### config.mk
export PLATFORM = sky130hd
export DESIGN_NAME = tmw_timer
export DESIGN_NICKNAME = d
export VERILOG_FILES = /design/src/logic/tmw_timer.v /design/src/logic/tmw_sync.v /design/src/logic/tmw_chan.v
export VERILOG_INCLUDE_DIRS = /design/src /design/src/logic
export SDC_FILE = /design/constraint.sdc
export NUM_CORES = 1
export LEC_CHECK = 0
export ABC_AREA = 1
export BUFFER_PORTS_ARGS = -buffer_cell sky130_fd_sc_hd__buf_2
export CAP_MARGIN = 20
export CELL_PAD_IN_SITES_DETAIL_PLACEMENT = 0
export CELL_PAD_IN_SITES_GLOBAL_PLACEMENT = 1
export CORE_MARGIN = 1
export CORE_UTILIZATION = 26
export CTS_CLUSTER_DIAMETER = 40
export CTS_CLUSTER_SIZE = 10
export DETAILED_ROUTE_END_ITERATION = 6
export GPL_TIMING_DRIVEN = 0
export PLACE_DENSITY = 0.52
export SLEW_MARGIN = 20
export SYNTH_ARGS = -nofsm -noshare
export SYNTH_HDL_FRONTEND = slang
export SYNTH_SLANG_ARGS = --single-unit
### constraint.sdc
create_clock -name sys_clk_in -period 4.9 [get_ports sys_clk_in]
set_clock_uncertainty 0.05 [all_clocks]
set_input_delay 0.98 -clock sys_clk_in [delete_from_list [all_inputs] [get_ports sys_clk_in]]
set_output_delay 0.98 -clock sys_clk_in [all_outputs]
set_load 0.05 [all_outputs]
### src/logic/tmw_defs.vh
`ifndef TMW_DEFS_VH
`define TMW_DEFS_VH
// register byte addresses
`define TMW_ADDR_MODE 8'h00
`define TMW_ADDR_CTRL 8'h04
`define TMW_ADDR_CNT 8'h08
`define TMW_ADDR_STAT 8'h0c
`define TMW_ADDR_GEN_A 8'h10
`define TMW_ADDR_GEN_B 8'h14
`define TMW_ADDR_GEN_C 8'h18
`define TMW_ADDR_GEN_D 8'h1c
// decoded register index
`define TMW_IX_MODE 4'h0
`define TMW_IX_CTRL 4'h1
`define TMW_IX_CNT 4'h2
`define TMW_IX_STAT 4'h3
`define TMW_IX_GEN_A 4'h4
`define TMW_IX_GEN_B 4'h5
`define TMW_IX_GEN_C 4'h6
`define TMW_IX_GEN_D 4'h7
`define TMW_IX_NONE 4'hf
// timer_mode_select fields
`define TMW_M_RUN 7
`define TMW_M_RSV_HI 6
`define TMW_M_BUFB 5
`define TMW_M_BUFA 4
`define TMW_M_RSV_LO 3
`define TMW_M_PWM_D 2
`define TMW_M_PWM_C 1
`define TMW_M_PWM_B 0
`define TMW_MODE_WMASK 8'hb7
`define TMW_MODE_RSV_ONES 8'h48
// control fields: [3:0] pin is output per channel, [4] external clock, [5] clear on match a
`define TMW_C_EXT 4
`define TMW_C_CLR 5
`define TMW_CTRL_WMASK 8'h3f
// status fields: [3:0] match/capture per channel, [4] overflow
`define TMW_S_OVF 4
`define TMW_STAT_W 5
`define TMW_RESP_OKAY 2'h0
`define TMW_RESP_SLVERR 2'h2
`endif

### src/logic/tmw_timer.v
// Design decisions made here: the AXI4-Lite interface to the registers and the address map.
`timescale 1ns/1ps
`include "tmw_defs.vh"
module tmw_timer #(
  parameter CW = 16
) (
  input wire sys_clk_in,
  input wire rst_n_in,
  input wire s_axi_awvalid_in,
  output wire s_axi_awready_out,
  input wire [7:0] s_axi_awaddr_in,
  input wire s_axi_wvalid_in,
  output wire s_axi_wready_out,
  input wire [31:0] s_axi_wdata_in,
  input wire [3:0] s_axi_wstrb_in,
  output wire s_axi_bvalid_out,
  input wire s_axi_bready_in,
  output wire [1:0] s_axi_bresp_out,
  input wire s_axi_arvalid_in,
  output wire s_axi_arready_out,
  input wire [7:0] s_axi_araddr_in,
  output wire s_axi_rvalid_out,
  input wire s_axi_rready_in,
  output wire [31:0] s_axi_rdata_out,
  output wire [1:0] s_axi_rresp_out,
  input wire ext_count_clock_pin_in,
  input wire [3:0] chan_io_pin_in,
  output wire [3:0] chan_io_pin_out,
  output wire [3:0] chan_io_pin_oe_n_out
);
  function [3:0] tmw_dec;
    input [7:0] a;
    begin
      case ({a[7:2], 2'b00})
        `TMW_ADDR_MODE: tmw_dec = `TMW_IX_MODE;
        `TMW_ADDR_CTRL: tmw_dec = `TMW_IX_CTRL;
        `TMW_ADDR_CNT: tmw_dec = `TMW_IX_CNT;
        `TMW_ADDR_STAT: tmw_dec = `TMW_IX_STAT;
        `TMW_ADDR_GEN_A: tmw_dec = `TMW_IX_GEN_A;
        `TMW_ADDR_GEN_B: tmw_dec = `TMW_IX_GEN_B;
        `TMW_ADDR_GEN_C: tmw_dec = `TMW_IX_GEN_C;
        `TMW_ADDR_GEN_D: tmw_dec = `TMW_IX_GEN_D;
        default: tmw_dec = `TMW_IX_NONE;
      endcase
    end
  endfunction

  function [15:0] tmw_merge16;
    input [15:0] old;
    input [31:0] data;
    input [3:0] strb;
    begin
      tmw_merge16[7:0] = strb[0] ? data[7:0] : old[7:0];
      tmw_merge16[15:8] = strb[1] ? data[15:8] : old[15:8];
    end
  endfunction

  // register state
  reg [7:0] mode_q;
  reg [7:0] ctrl_q;
  reg [CW-1:0] cnt_q;
  reg [`TMW_STAT_W-1:0] stat_q;
  reg [CW-1:0] gen_a_q;
  reg [CW-1:0] gen_b_q;
  reg [CW-1:0] gen_c_q;
  reg [CW-1:0] gen_d_q;

  // bus state
  reg aw_hold_q;
  reg [7:0] aw_addr_q;
  reg w_hold_q;
  reg [31:0] w_data_q;
  reg [3:0] w_strb_q;
  reg bvalid_q;
  reg [1:0] bresp_q;
  reg rvalid_q;
  reg [31:0] rdata_q;
  reg [1:0] rresp_q;

  wire wr_fire;
  wire [3:0] wr_ix;
  wire rd_fire;
  wire [3:0] rd_ix;
  wire [7:0] mode_rd;
  wire [4:0] pins_sync;
  reg ext_prev_q;
  wire ext_rise;
  wire tick;
  wire [3:0] match;
  wire [3:0] capture;
  wire [3:0] pwm_en;
  wire [3:0] chan_act;
  wire [4*CW-1:0] cmp_vec;
  wire clr_on_a;
  wire ovf;
  reg [31:0] rd_mux;

  // ---------------- AXI4-Lite write channel ----------------
  assign s_axi_awready_out = ~aw_hold_q & ~bvalid_q;
  assign s_axi_wready_out = ~w_hold_q & ~bvalid_q;
  assign wr_fire = aw_hold_q & w_hold_q & ~bvalid_q;
  assign wr_ix = tmw_dec(aw_addr_q);

  always @(posedge sys_clk_in or negedge rst_n_in) begin
    if (!rst_n_in) begin
      aw_hold_q <= 1'b0;
      aw_addr_q <= 8'h00;
      w_hold_q <= 1'b0;
      w_data_q <= 32'h00000000;
      w_strb_q <= 4'h0;
      bvalid_q <= 1'b0;
      bresp_q <= `TMW_RESP_OKAY;
    end else begin
      if (s_axi_awvalid_in && s_axi_awready_out) begin
        aw_hold_q <= 1'b1;
        aw_addr_q <= s_axi_awaddr_in;
      end
      if (s_axi_wvalid_in && s_axi_wready_out) begin
        w_hold_q <= 1'b1;
        w_data_q <= s_axi_wdata_in;
        w_strb_q <= s_axi_wstrb_in;
      end
      if (wr_fire) begin
        aw_hold_q <= 1'b0;
        w_hold_q <= 1'b0;
        bvalid_q <= 1'b1;
        bresp_q <= (wr_ix == `TMW_IX_NONE) ? `TMW_RESP_SLVERR : `TMW_RESP_OKAY;
      end else if (bvalid_q && s_axi_bready_in) begin
        bvalid_q <= 1'b0;
      end
    end
  end

  assign s_axi_bvalid_out = bvalid_q;
  assign s_axi_bresp_out = bresp_q;

  // ---------------- AXI4-Lite read channel ----------------
  assign s_axi_arready_out = ~rvalid_q;
  assign rd_fire = s_axi_arvalid_in & ~rvalid_q;
  assign rd_ix = tmw_dec(s_axi_araddr_in);
  assign mode_rd = mode_q | `TMW_MODE_RSV_ONES;

  always @* begin
    case (rd_ix)
      `TMW_IX_MODE: rd_mux = {24'h000000, mode_rd};
      `TMW_IX_CTRL: rd_mux = {24'h000000, ctrl_q};
      `TMW_IX_CNT: rd_mux = {16'h0000, cnt_q};
      `TMW_IX_STAT: rd_mux = {27'h0000000, stat_q};
      `TMW_IX_GEN_A: rd_mux = {16'h0000, gen_a_q};
      `TMW_IX_GEN_B: rd_mux = {16'h0000, gen_b_q};
      `TMW_IX_GEN_C: rd_mux = {16'h0000, gen_c_q};
      `TMW_IX_GEN_D: rd_mux = {16'h0000, gen_d_q};
      default: rd_mux = 32'h00000000;
    endcase
  end

  always @(posedge sys_clk_in or negedge rst_n_in) begin
    if (!rst_n_in) begin
      rvalid_q <= 1'b0;
      rdata_q <= 32'h00000000;
      rresp_q <= `TMW_RESP_OKAY;
    end else if (rd_fire) begin
      rvalid_q <= 1'b1;
      rdata_q <= rd_mux;
      rresp_q <= (rd_ix == `TMW_IX_NONE) ? `TMW_RESP_SLVERR : `TMW_RESP_OKAY;
    end else if (rvalid_q && s_axi_rready_in) begin
      rvalid_q <= 1'b0;
    end
  end

  assign s_axi_rvalid_out = rvalid_q;
  assign s_axi_rdata_out = rdata_q;
  assign s_axi_rresp_out = rresp_q;

  // ---------------- pins and count source ----------------
  tmw_sync #(
    .W(5)
  ) u_sync (
    .sys_clk_in(sys_clk_in),
    .rst_n_in(rst_n_in),
    .async_in({ext_count_clock_pin_in, chan_io_pin_in}),
    .sync_out(pins_sync)
  );

  always @(posedge sys_clk_in or negedge rst_n_in) begin
    if (!rst_n_in)
      ext_prev_q <= 1'b0;
    else
      ext_prev_q <= pins_sync[4];
  end

  assign ext_rise = pins_sync[4] & ~ext_prev_q;
  // count only while running, on every clock or on external rising edges
  assign tick = mode_q[`TMW_M_RUN] & (ctrl_q[`TMW_C_EXT] ? ext_rise : 1'b1);

  // channel a has no pwm role
  assign pwm_en = {mode_q[`TMW_M_PWM_D], mode_q[`TMW_M_PWM_C],
    mode_q[`TMW_M_PWM_B], 1'b0};
  // a register serving as buffer loses its own compare/capture
  assign chan_act = {~mode_q[`TMW_M_BUFB], ~mode_q[`TMW_M_BUFA], 2'b11};
  assign cmp_vec = {gen_d_q, gen_c_q, gen_b_q, gen_a_q};
  assign clr_on_a = ctrl_q[`TMW_C_CLR] & match[0];
  assign ovf = tick & ~clr_on_a & (cnt_q == {CW{1'b1}});

  genvar gi;
  generate
    for (gi = 0; gi < 4; gi = gi + 1) begin : g_chan
      tmw_chan #(
        .CW(CW)
      ) u_chan (
        .sys_clk_in(sys_clk_in),
        .rst_n_in(rst_n_in),
        .tick_in(tick),
        .cnt_in(cnt_q),
        .cmp_in(cmp_vec[gi*CW +: CW]),
        .act_in(chan_act[gi]),
        .out_mode_in(ctrl_q[gi]),
        .pwm_in(pwm_en[gi]),
        .period_match_in(match[0]),
        .pin_sync_in(pins_sync[gi]),
        .match_out(match[gi]),
        .capture_out(capture[gi]),
        .pin_out(chan_io_pin_out[gi]),
        .pin_oe_n_out(chan_io_pin_oe_n_out[gi])
      );
    end
  endgenerate

  // ---------------- mode, control, status ----------------
  always @(posedge sys_clk_in or negedge rst_n_in) begin
    if (!rst_n_in) begin
      mode_q <= 8'h00;
      ctrl_q <= 8'h00;
      stat_q <= {`TMW_STAT_W{1'b0}};
    end else begin
      if (wr_fire && wr_ix == `TMW_IX_MODE && w_strb_q[0])
        mode_q <= w_data_q[7:0] & `TMW_MODE_WMASK;
      if (wr_fire && wr_ix == `TMW_IX_CTRL && w_strb_q[0])
        ctrl_q <= w_data_q[7:0] & `TMW_CTRL_WMASK;
      // write-one-to-clear; a new event in the same cycle wins
      if (wr_fire && wr_ix == `TMW_IX_STAT && w_strb_q[0])
        stat_q <= (stat_q & ~w_data_q[`TMW_STAT_W-1:0]) | {ovf, match | capture};
      else
        stat_q <= stat_q | {ovf, match | capture};
    end
  end

  // ---------------- counter ----------------
  always @(posedge sys_clk_in or negedge rst_n_in) begin
    if (!rst_n_in)
      cnt_q <= {CW{1'b0}};
    else if (wr_fire && wr_ix == `TMW_IX_CNT)
      cnt_q <= tmw_merge16(cnt_q, w_data_q, w_strb_q);
    else if (clr_on_a)
      cnt_q <= {CW{1'b0}};
    else if (tick)
      cnt_q <= cnt_q + {{(CW-1){1'b0}}, 1'b1};
  end

  // ---------------- general registers with buffer pairing ----------------
  // capture beats a software write in the same cycle
  always @(posedge sys_clk_in or negedge rst_n_in) begin
    if (!rst_n_in) begin
      gen_a_q <= {CW{1'b1}};
      gen_b_q <= {CW{1'b1}};
      gen_c_q <= {CW{1'b1}};
      gen_d_q <= {CW{1'b1}};
    end else begin
      if (capture[0])
        gen_a_q <= cnt_q;
      else if (match[0] && mode_q[`TMW_M_BUFA])
        gen_a_q <= gen_c_q;
      else if (wr_fire && wr_ix == `TMW_IX_GEN_A)
        gen_a_q <= tmw_merge16(gen_a_q, w_data_q, w_strb_q);

      if (capture[1])
        gen_b_q <= cnt_q;
      else if (match[1] && mode_q[`TMW_M_BUFB])
        gen_b_q <= gen_d_q;
      else if (wr_fire && wr_ix == `TMW_IX_GEN_B)
        gen_b_q <= tmw_merge16(gen_b_q, w_data_q, w_strb_q);

      if (capture[0] && mode_q[`TMW_M_BUFA])
        gen_c_q <= gen_a_q;
      else if (capture[2])
        gen_c_q <= cnt_q;
      else if (wr_fire && wr_ix == `TMW_IX_GEN_C)
        gen_c_q <= tmw_merge16(gen_c_q, w_data_q, w_strb_q);

      if (capture[1] && mode_q[`TMW_M_BUFB])
        gen_d_q <= gen_b_q;
      else if (capture[3])
        gen_d_q <= cnt_q;
      else if (wr_fire && wr_ix == `TMW_IX_GEN_D)
        gen_d_q <= tmw_merge16(gen_d_q, w_data_q, w_strb_q);
    end
  end
endmodule

### src/logic/tmw_sync.v
`timescale 1ns/1ps
// two-stage synchroniser for pin levels
module tmw_sync #(
  parameter W = 5
) (
  input wire sys_clk_in,
  input wire rst_n_in,
  input wire [W-1:0] async_in,
  output wire [W-1:0] sync_out
);
  reg [W-1:0] meta_q;
  reg [W-1:0] sync_q;

  always @(posedge sys_clk_in or negedge rst_n_in) begin
    if (!rst_n_in) begin
      meta_q <= {W{1'b0}};
      sync_q <= {W{1'b0}};
    end else begin
      meta_q <= async_in;
      sync_q <= meta_q;
    end
  end

  assign sync_out = sync_q;
endmodule

### src/logic/tmw_chan.v
`timescale 1ns/1ps
// one compare/capture/pwm pin channel
module tmw_chan #(
  parameter CW = 16
) (
  input wire sys_clk_in,
  input wire rst_n_in,
  input wire tick_in,
  input wire [CW-1:0] cnt_in,
  input wire [CW-1:0] cmp_in,
  input wire act_in,
  input wire out_mode_in,
  input wire pwm_in,
  input wire period_match_in,
  input wire pin_sync_in,
  output wire match_out,
  output wire capture_out,
  output wire pin_out,
  output wire pin_oe_n_out
);
  reg pin_prev_q;
  reg level_q;
  reg oe_n_q;
  wire drive;
  wire cap_mode;

  assign drive = out_mode_in | pwm_in;
  assign cap_mode = ~drive;
  assign match_out = act_in & drive & tick_in & (cnt_in == cmp_in);
  assign capture_out = act_in & cap_mode & pin_sync_in & ~pin_prev_q;

  always @(posedge sys_clk_in or negedge rst_n_in) begin
    if (!rst_n_in) begin
      pin_prev_q <= 1'b0;
      level_q <= 1'b0;
      oe_n_q <= 1'b1;
    end else begin
      pin_prev_q <= pin_sync_in;
      oe_n_q <= ~drive;
      if (pwm_in) begin
        // own match ends the pulse, period match starts it
        if (match_out)
          level_q <= 1'b0;
        else if (period_match_in)
          level_q <= 1'b1;
      end else if (match_out) begin
        level_q <= ~level_q;
      end
    end
  end

  assign pin_out = level_q;
  assign pin_oe_n_out = oe_n_q;
endmodule

==> results.toml <==
[finish]
finish.utilization_pct = 31.0
share_of_cells_above_drive_strength_1_pct = 18.1
final_nets = 1675
instances_no_fill = 2148
antennaDiodeCount = 0
nFillCells = 4447
layout.cells.most_common = "nand2_1"
most_used_cells_in_the_layout_excluding_fill_and_tap_cells = "nand2_1 (490), inv_1 (144), nor2_1 (132), dfrtp_1 (98), o21ai_0 (88)"
area.growth.synth_to_final_pct = 16.4

[timing]
layout_min_cycle_time_ns = 2.84
min_period_over_period_pct = 58.0
worst_slack_ns = 2.06
finalSetupViolCount = 0
timing.fmax_mhz = 352
timing.final.hold_violations = 0
worst_pin_slew_ns = 1.12
headroom_to_the_max_slew_limit_pct = 24.3
drv_slew = 0
grt_setup_unrepaired = "no"
timing.setup.tns_ns = 0

[cts]
clock-root-buffer = "clkbuf_16"
cts_resized = 0
cts-hold-fix-buffers = 0
cts_num_sinks = 166
clk_pin_slew_ns = 0.07
post-cts-setup-buffers = 0
tritoncts = "built"
clock_tree.buffer_depth = 2
cts_buffers = 17
cts_max_level = 4
clock_latency_on_the_worst_skew_pair_ns = 0.47

[floorplanning]
rows = 73
io-pin-count = 113
die_span_in_x_um = 204
dieArea_mm2 = 0.0417
std_cell_core_area_mm2 = 0.0400
floorplan.initialDensity_pct = 26.6
die_height_um = 204

[synth]
syn_area_per_cell_um2 = 7.09
largest_family_of_logic_cells_by_synthesized_area = "simple AND/OR/NAND/NOR gates"
ys_seq_elements = 166
post_synth_and_or_nand_nor_area_fraction_pct = 32.3
synth-edff-count = 0
netlist_instances = 1500
synth_xor_xnor_area_share_pct = 3.54
synth_flop_cell = "dfrtp_1"
asyncSetResetFlopFracSynth_pct = 100
synth_fa_ha_area_share_pct = 0.118
synth_area_mm2 = 0.0106
synth_cell_types = 46
synthesis.yosys.warnings = 0
synthMuxAreaShare_pct = 0.317
yosysSeqAreaShare_pct = 39.8
synth-compound-area-share_pct = 12.3

[worst_setup_path]
crit_arrival_ns = 3.18
critical_path_peak_fanout = 10
cp_cell_sequence = "buf_2 -> nor2_1 -> nand2_1 -> inv_1 -> nand3_1 -> nor2_1 -> inv_1 -> clkbuf_1 -> o221ai_1 -> o21ai_0 -> nand2_1"
cp-start-kind = "primary input"
critPathKind = "in2reg"
cp_slowest_cell = "nor2_1"
worst_ep_required_time_ns = 5.24
critPathMaxStageDelay_ns = 0.48
critical_path_capture_point_type = "flop"

[routing]
top_signal_layer_used = "met4"
detail_route.wirelength.met1_mm = 21.2
total_number_of_vias = 10400
met3_wirelength_mm = 2.65
route.detailed.wl_per_inst_um = 21.4
wl_mm = 46.1
drcViolationCount = 0
detailroute.wirelength.met2_mm = 21.2
route.antenna.remaining_nets = 0
detailedRoute.firstIterationViolations = 933
via_per_inst = 4.84
first_pass_iters = 6

[place]
place.detailed.instances = 2116
dp_slack_ns = 1.56
post_detailed_placement_half_perimeter_wirelength_mm = 37.1
place.port_buffers = 72
place_congestion = 0.929

[pwr]
p_per_area_mw_per_mm2 = 435
total_power_mw = 5.39
power.leakage_nw = 6.09
irDropWorstVdd_mv = 0.325

[outcome]
status = "completed"

[global_route]
grt_first_pass_wirelength_mm = 68.5
via_count_of_the_first_global_routing_pass = 10300
grt_start_max_net_pins = 66
globalRoute.totalOverflow = 0
track_usage_pct = 22.9
antenna_found_initial = 0

[hold_path]
min_path_type = "reg2reg"

[job]
drv.max_cap_violation_count = 0
## metrics by stage
step | hold WS (ns) | cell area (um^2)
finish | 0.300 | 12400
global route | 0.310 | 12400
CTS | 0.301 | 12400
detailed placement | 0.285 | 11800
global placement | 0.282 | 11700
floorplan | 0.281 | 10700
## cell usage after synthesis, types with 7 or more instances
cell / instances / area share [%]
a21oi_1: 38 / 1.8
buf_2: 10 / 0.47
buf_4: 40 / 2.8
clkbuf_1: 30 / 1.1
clkinv_1: 13 / 0.46
dfrtp_1: 98 / 23
dfstp_2: 68 / 17
inv_1: 144 / 5.1
inv_2: 27 / 0.95
nand2_1: 490 / 17
nand3_1: 83 / 3.9
nand4_1: 39 / 2.3
nor2_1: 132 / 4.7
nor2_4: 7 / 0.74
nor3_1: 10 / 0.47
o21ai_0: 88 / 4.1
o21ai_1: 21 / 0.99
o221ai_1: 33 / 2.7
o22ai_1: 24 / 1.4
xnor2_1: 26 / 2.1
xor2_1: 17 / 1.4
## cells by family (layout without fill, tap and decap cells)
kind of cell               count (synthesis)  in the layout
AOI/OAI and AO/OA                        220            220
xor gates and xnor gates                  43             43
adders and majority gates                  1              1
buffers and inverters                    271            377
DFF                                      166            166
muxes                                      3              3
other                                      1             18
and+or+nand+nor                          795            795
## routing by layer
layer	GRT usage, %	vias up
met1	31.0	4968
met2	37.1	345
met3	3.40	43
met5	0	-
met4	7.38	0
li1	-	5036
## power by group
part / total, mW / switching (mW) / internal (mW) / leakage (nW)
Combinational: 1.63 / 1.12 / 0.506 / 3.87
Sequential: 2.30 / 0.478 / 1.83 / 1.93
Clock: 1.46 / 0.652 / 0.806 / 0.287
## cell type report
class	instances	area (um^2)	area share, %
Multi-Input combinational cell	1080	5240	42.3
Sequential cell	166	4240	34.2
Inverter	185	697	5.63
Tap cell	525	657	5.30
Buffer	86	531	4.28
Clock buffer	18	429	3.46
Timing Repair Buffer	74	425	3.43
Clock inverter	14	171	1.38
## state kept, by name (all words and copies together) (netlist names), 2 cells and up
signal / count
g_chan.u_chan.pin_prev_q: 4
mode_q: 6
u_sync.sync_out: 5
ctrl_q: 6
g_chan.u_chan.pin_out: 4
cnt_q: 16
w_data_q: 16
gen_c_q: 16
aw_addr_q: 6
s_axi_rdata_out: 16
u_sync.meta_q: 5
gen_a_q: 16
g_chan.u_chan.pin_oe_n_out: 4
gen_b_q: 16
w_strb_q: 2
gen_d_q: 16
stat_q: 5
## worst paths after layout
| kind | startpoint | endpoint | slack (ns) | cells past startpoint |
|---|---|---|---|---|
| hold reg to reg | u_sync.meta_q[4]$_DFF_PN0_ | u_sync.sync_out[4]$_DFF_PN0_ | 0.30 | 0 |
| setup reg to reg | mode_q[1]$_DFFE_PN0P_ | gen_c_q[13]$_DFFE_PN1P_ | 2.07 | 8 |
| max in group asynchronous | rst_n_in | gen_b_q[11]$_DFFE_PN1P_ | 3.36 | 3 |
| hold / removal | u_sync.meta_q[4]$_DFF_PN0_ | u_sync.sync_out[4]$_DFF_PN0_ | 0.30 | 0 |
| min in group asynchronous | rst_n_in | ctrl_q[0]$_DFFE_PN0P_ | 0.35 | 1 |
| setup / recovery | s_axi_araddr_in[7] | s_axi_rdata_out[10]$_DFFE_PN0P_ | 2.06 | 11 |
## critical path: cells and delay by family
family	cells	cell delay, ns
compound gates	2	0.52
buf+inv	4	0.66
simple gates	5	1.00
Power figures use the tool's default switching activity.
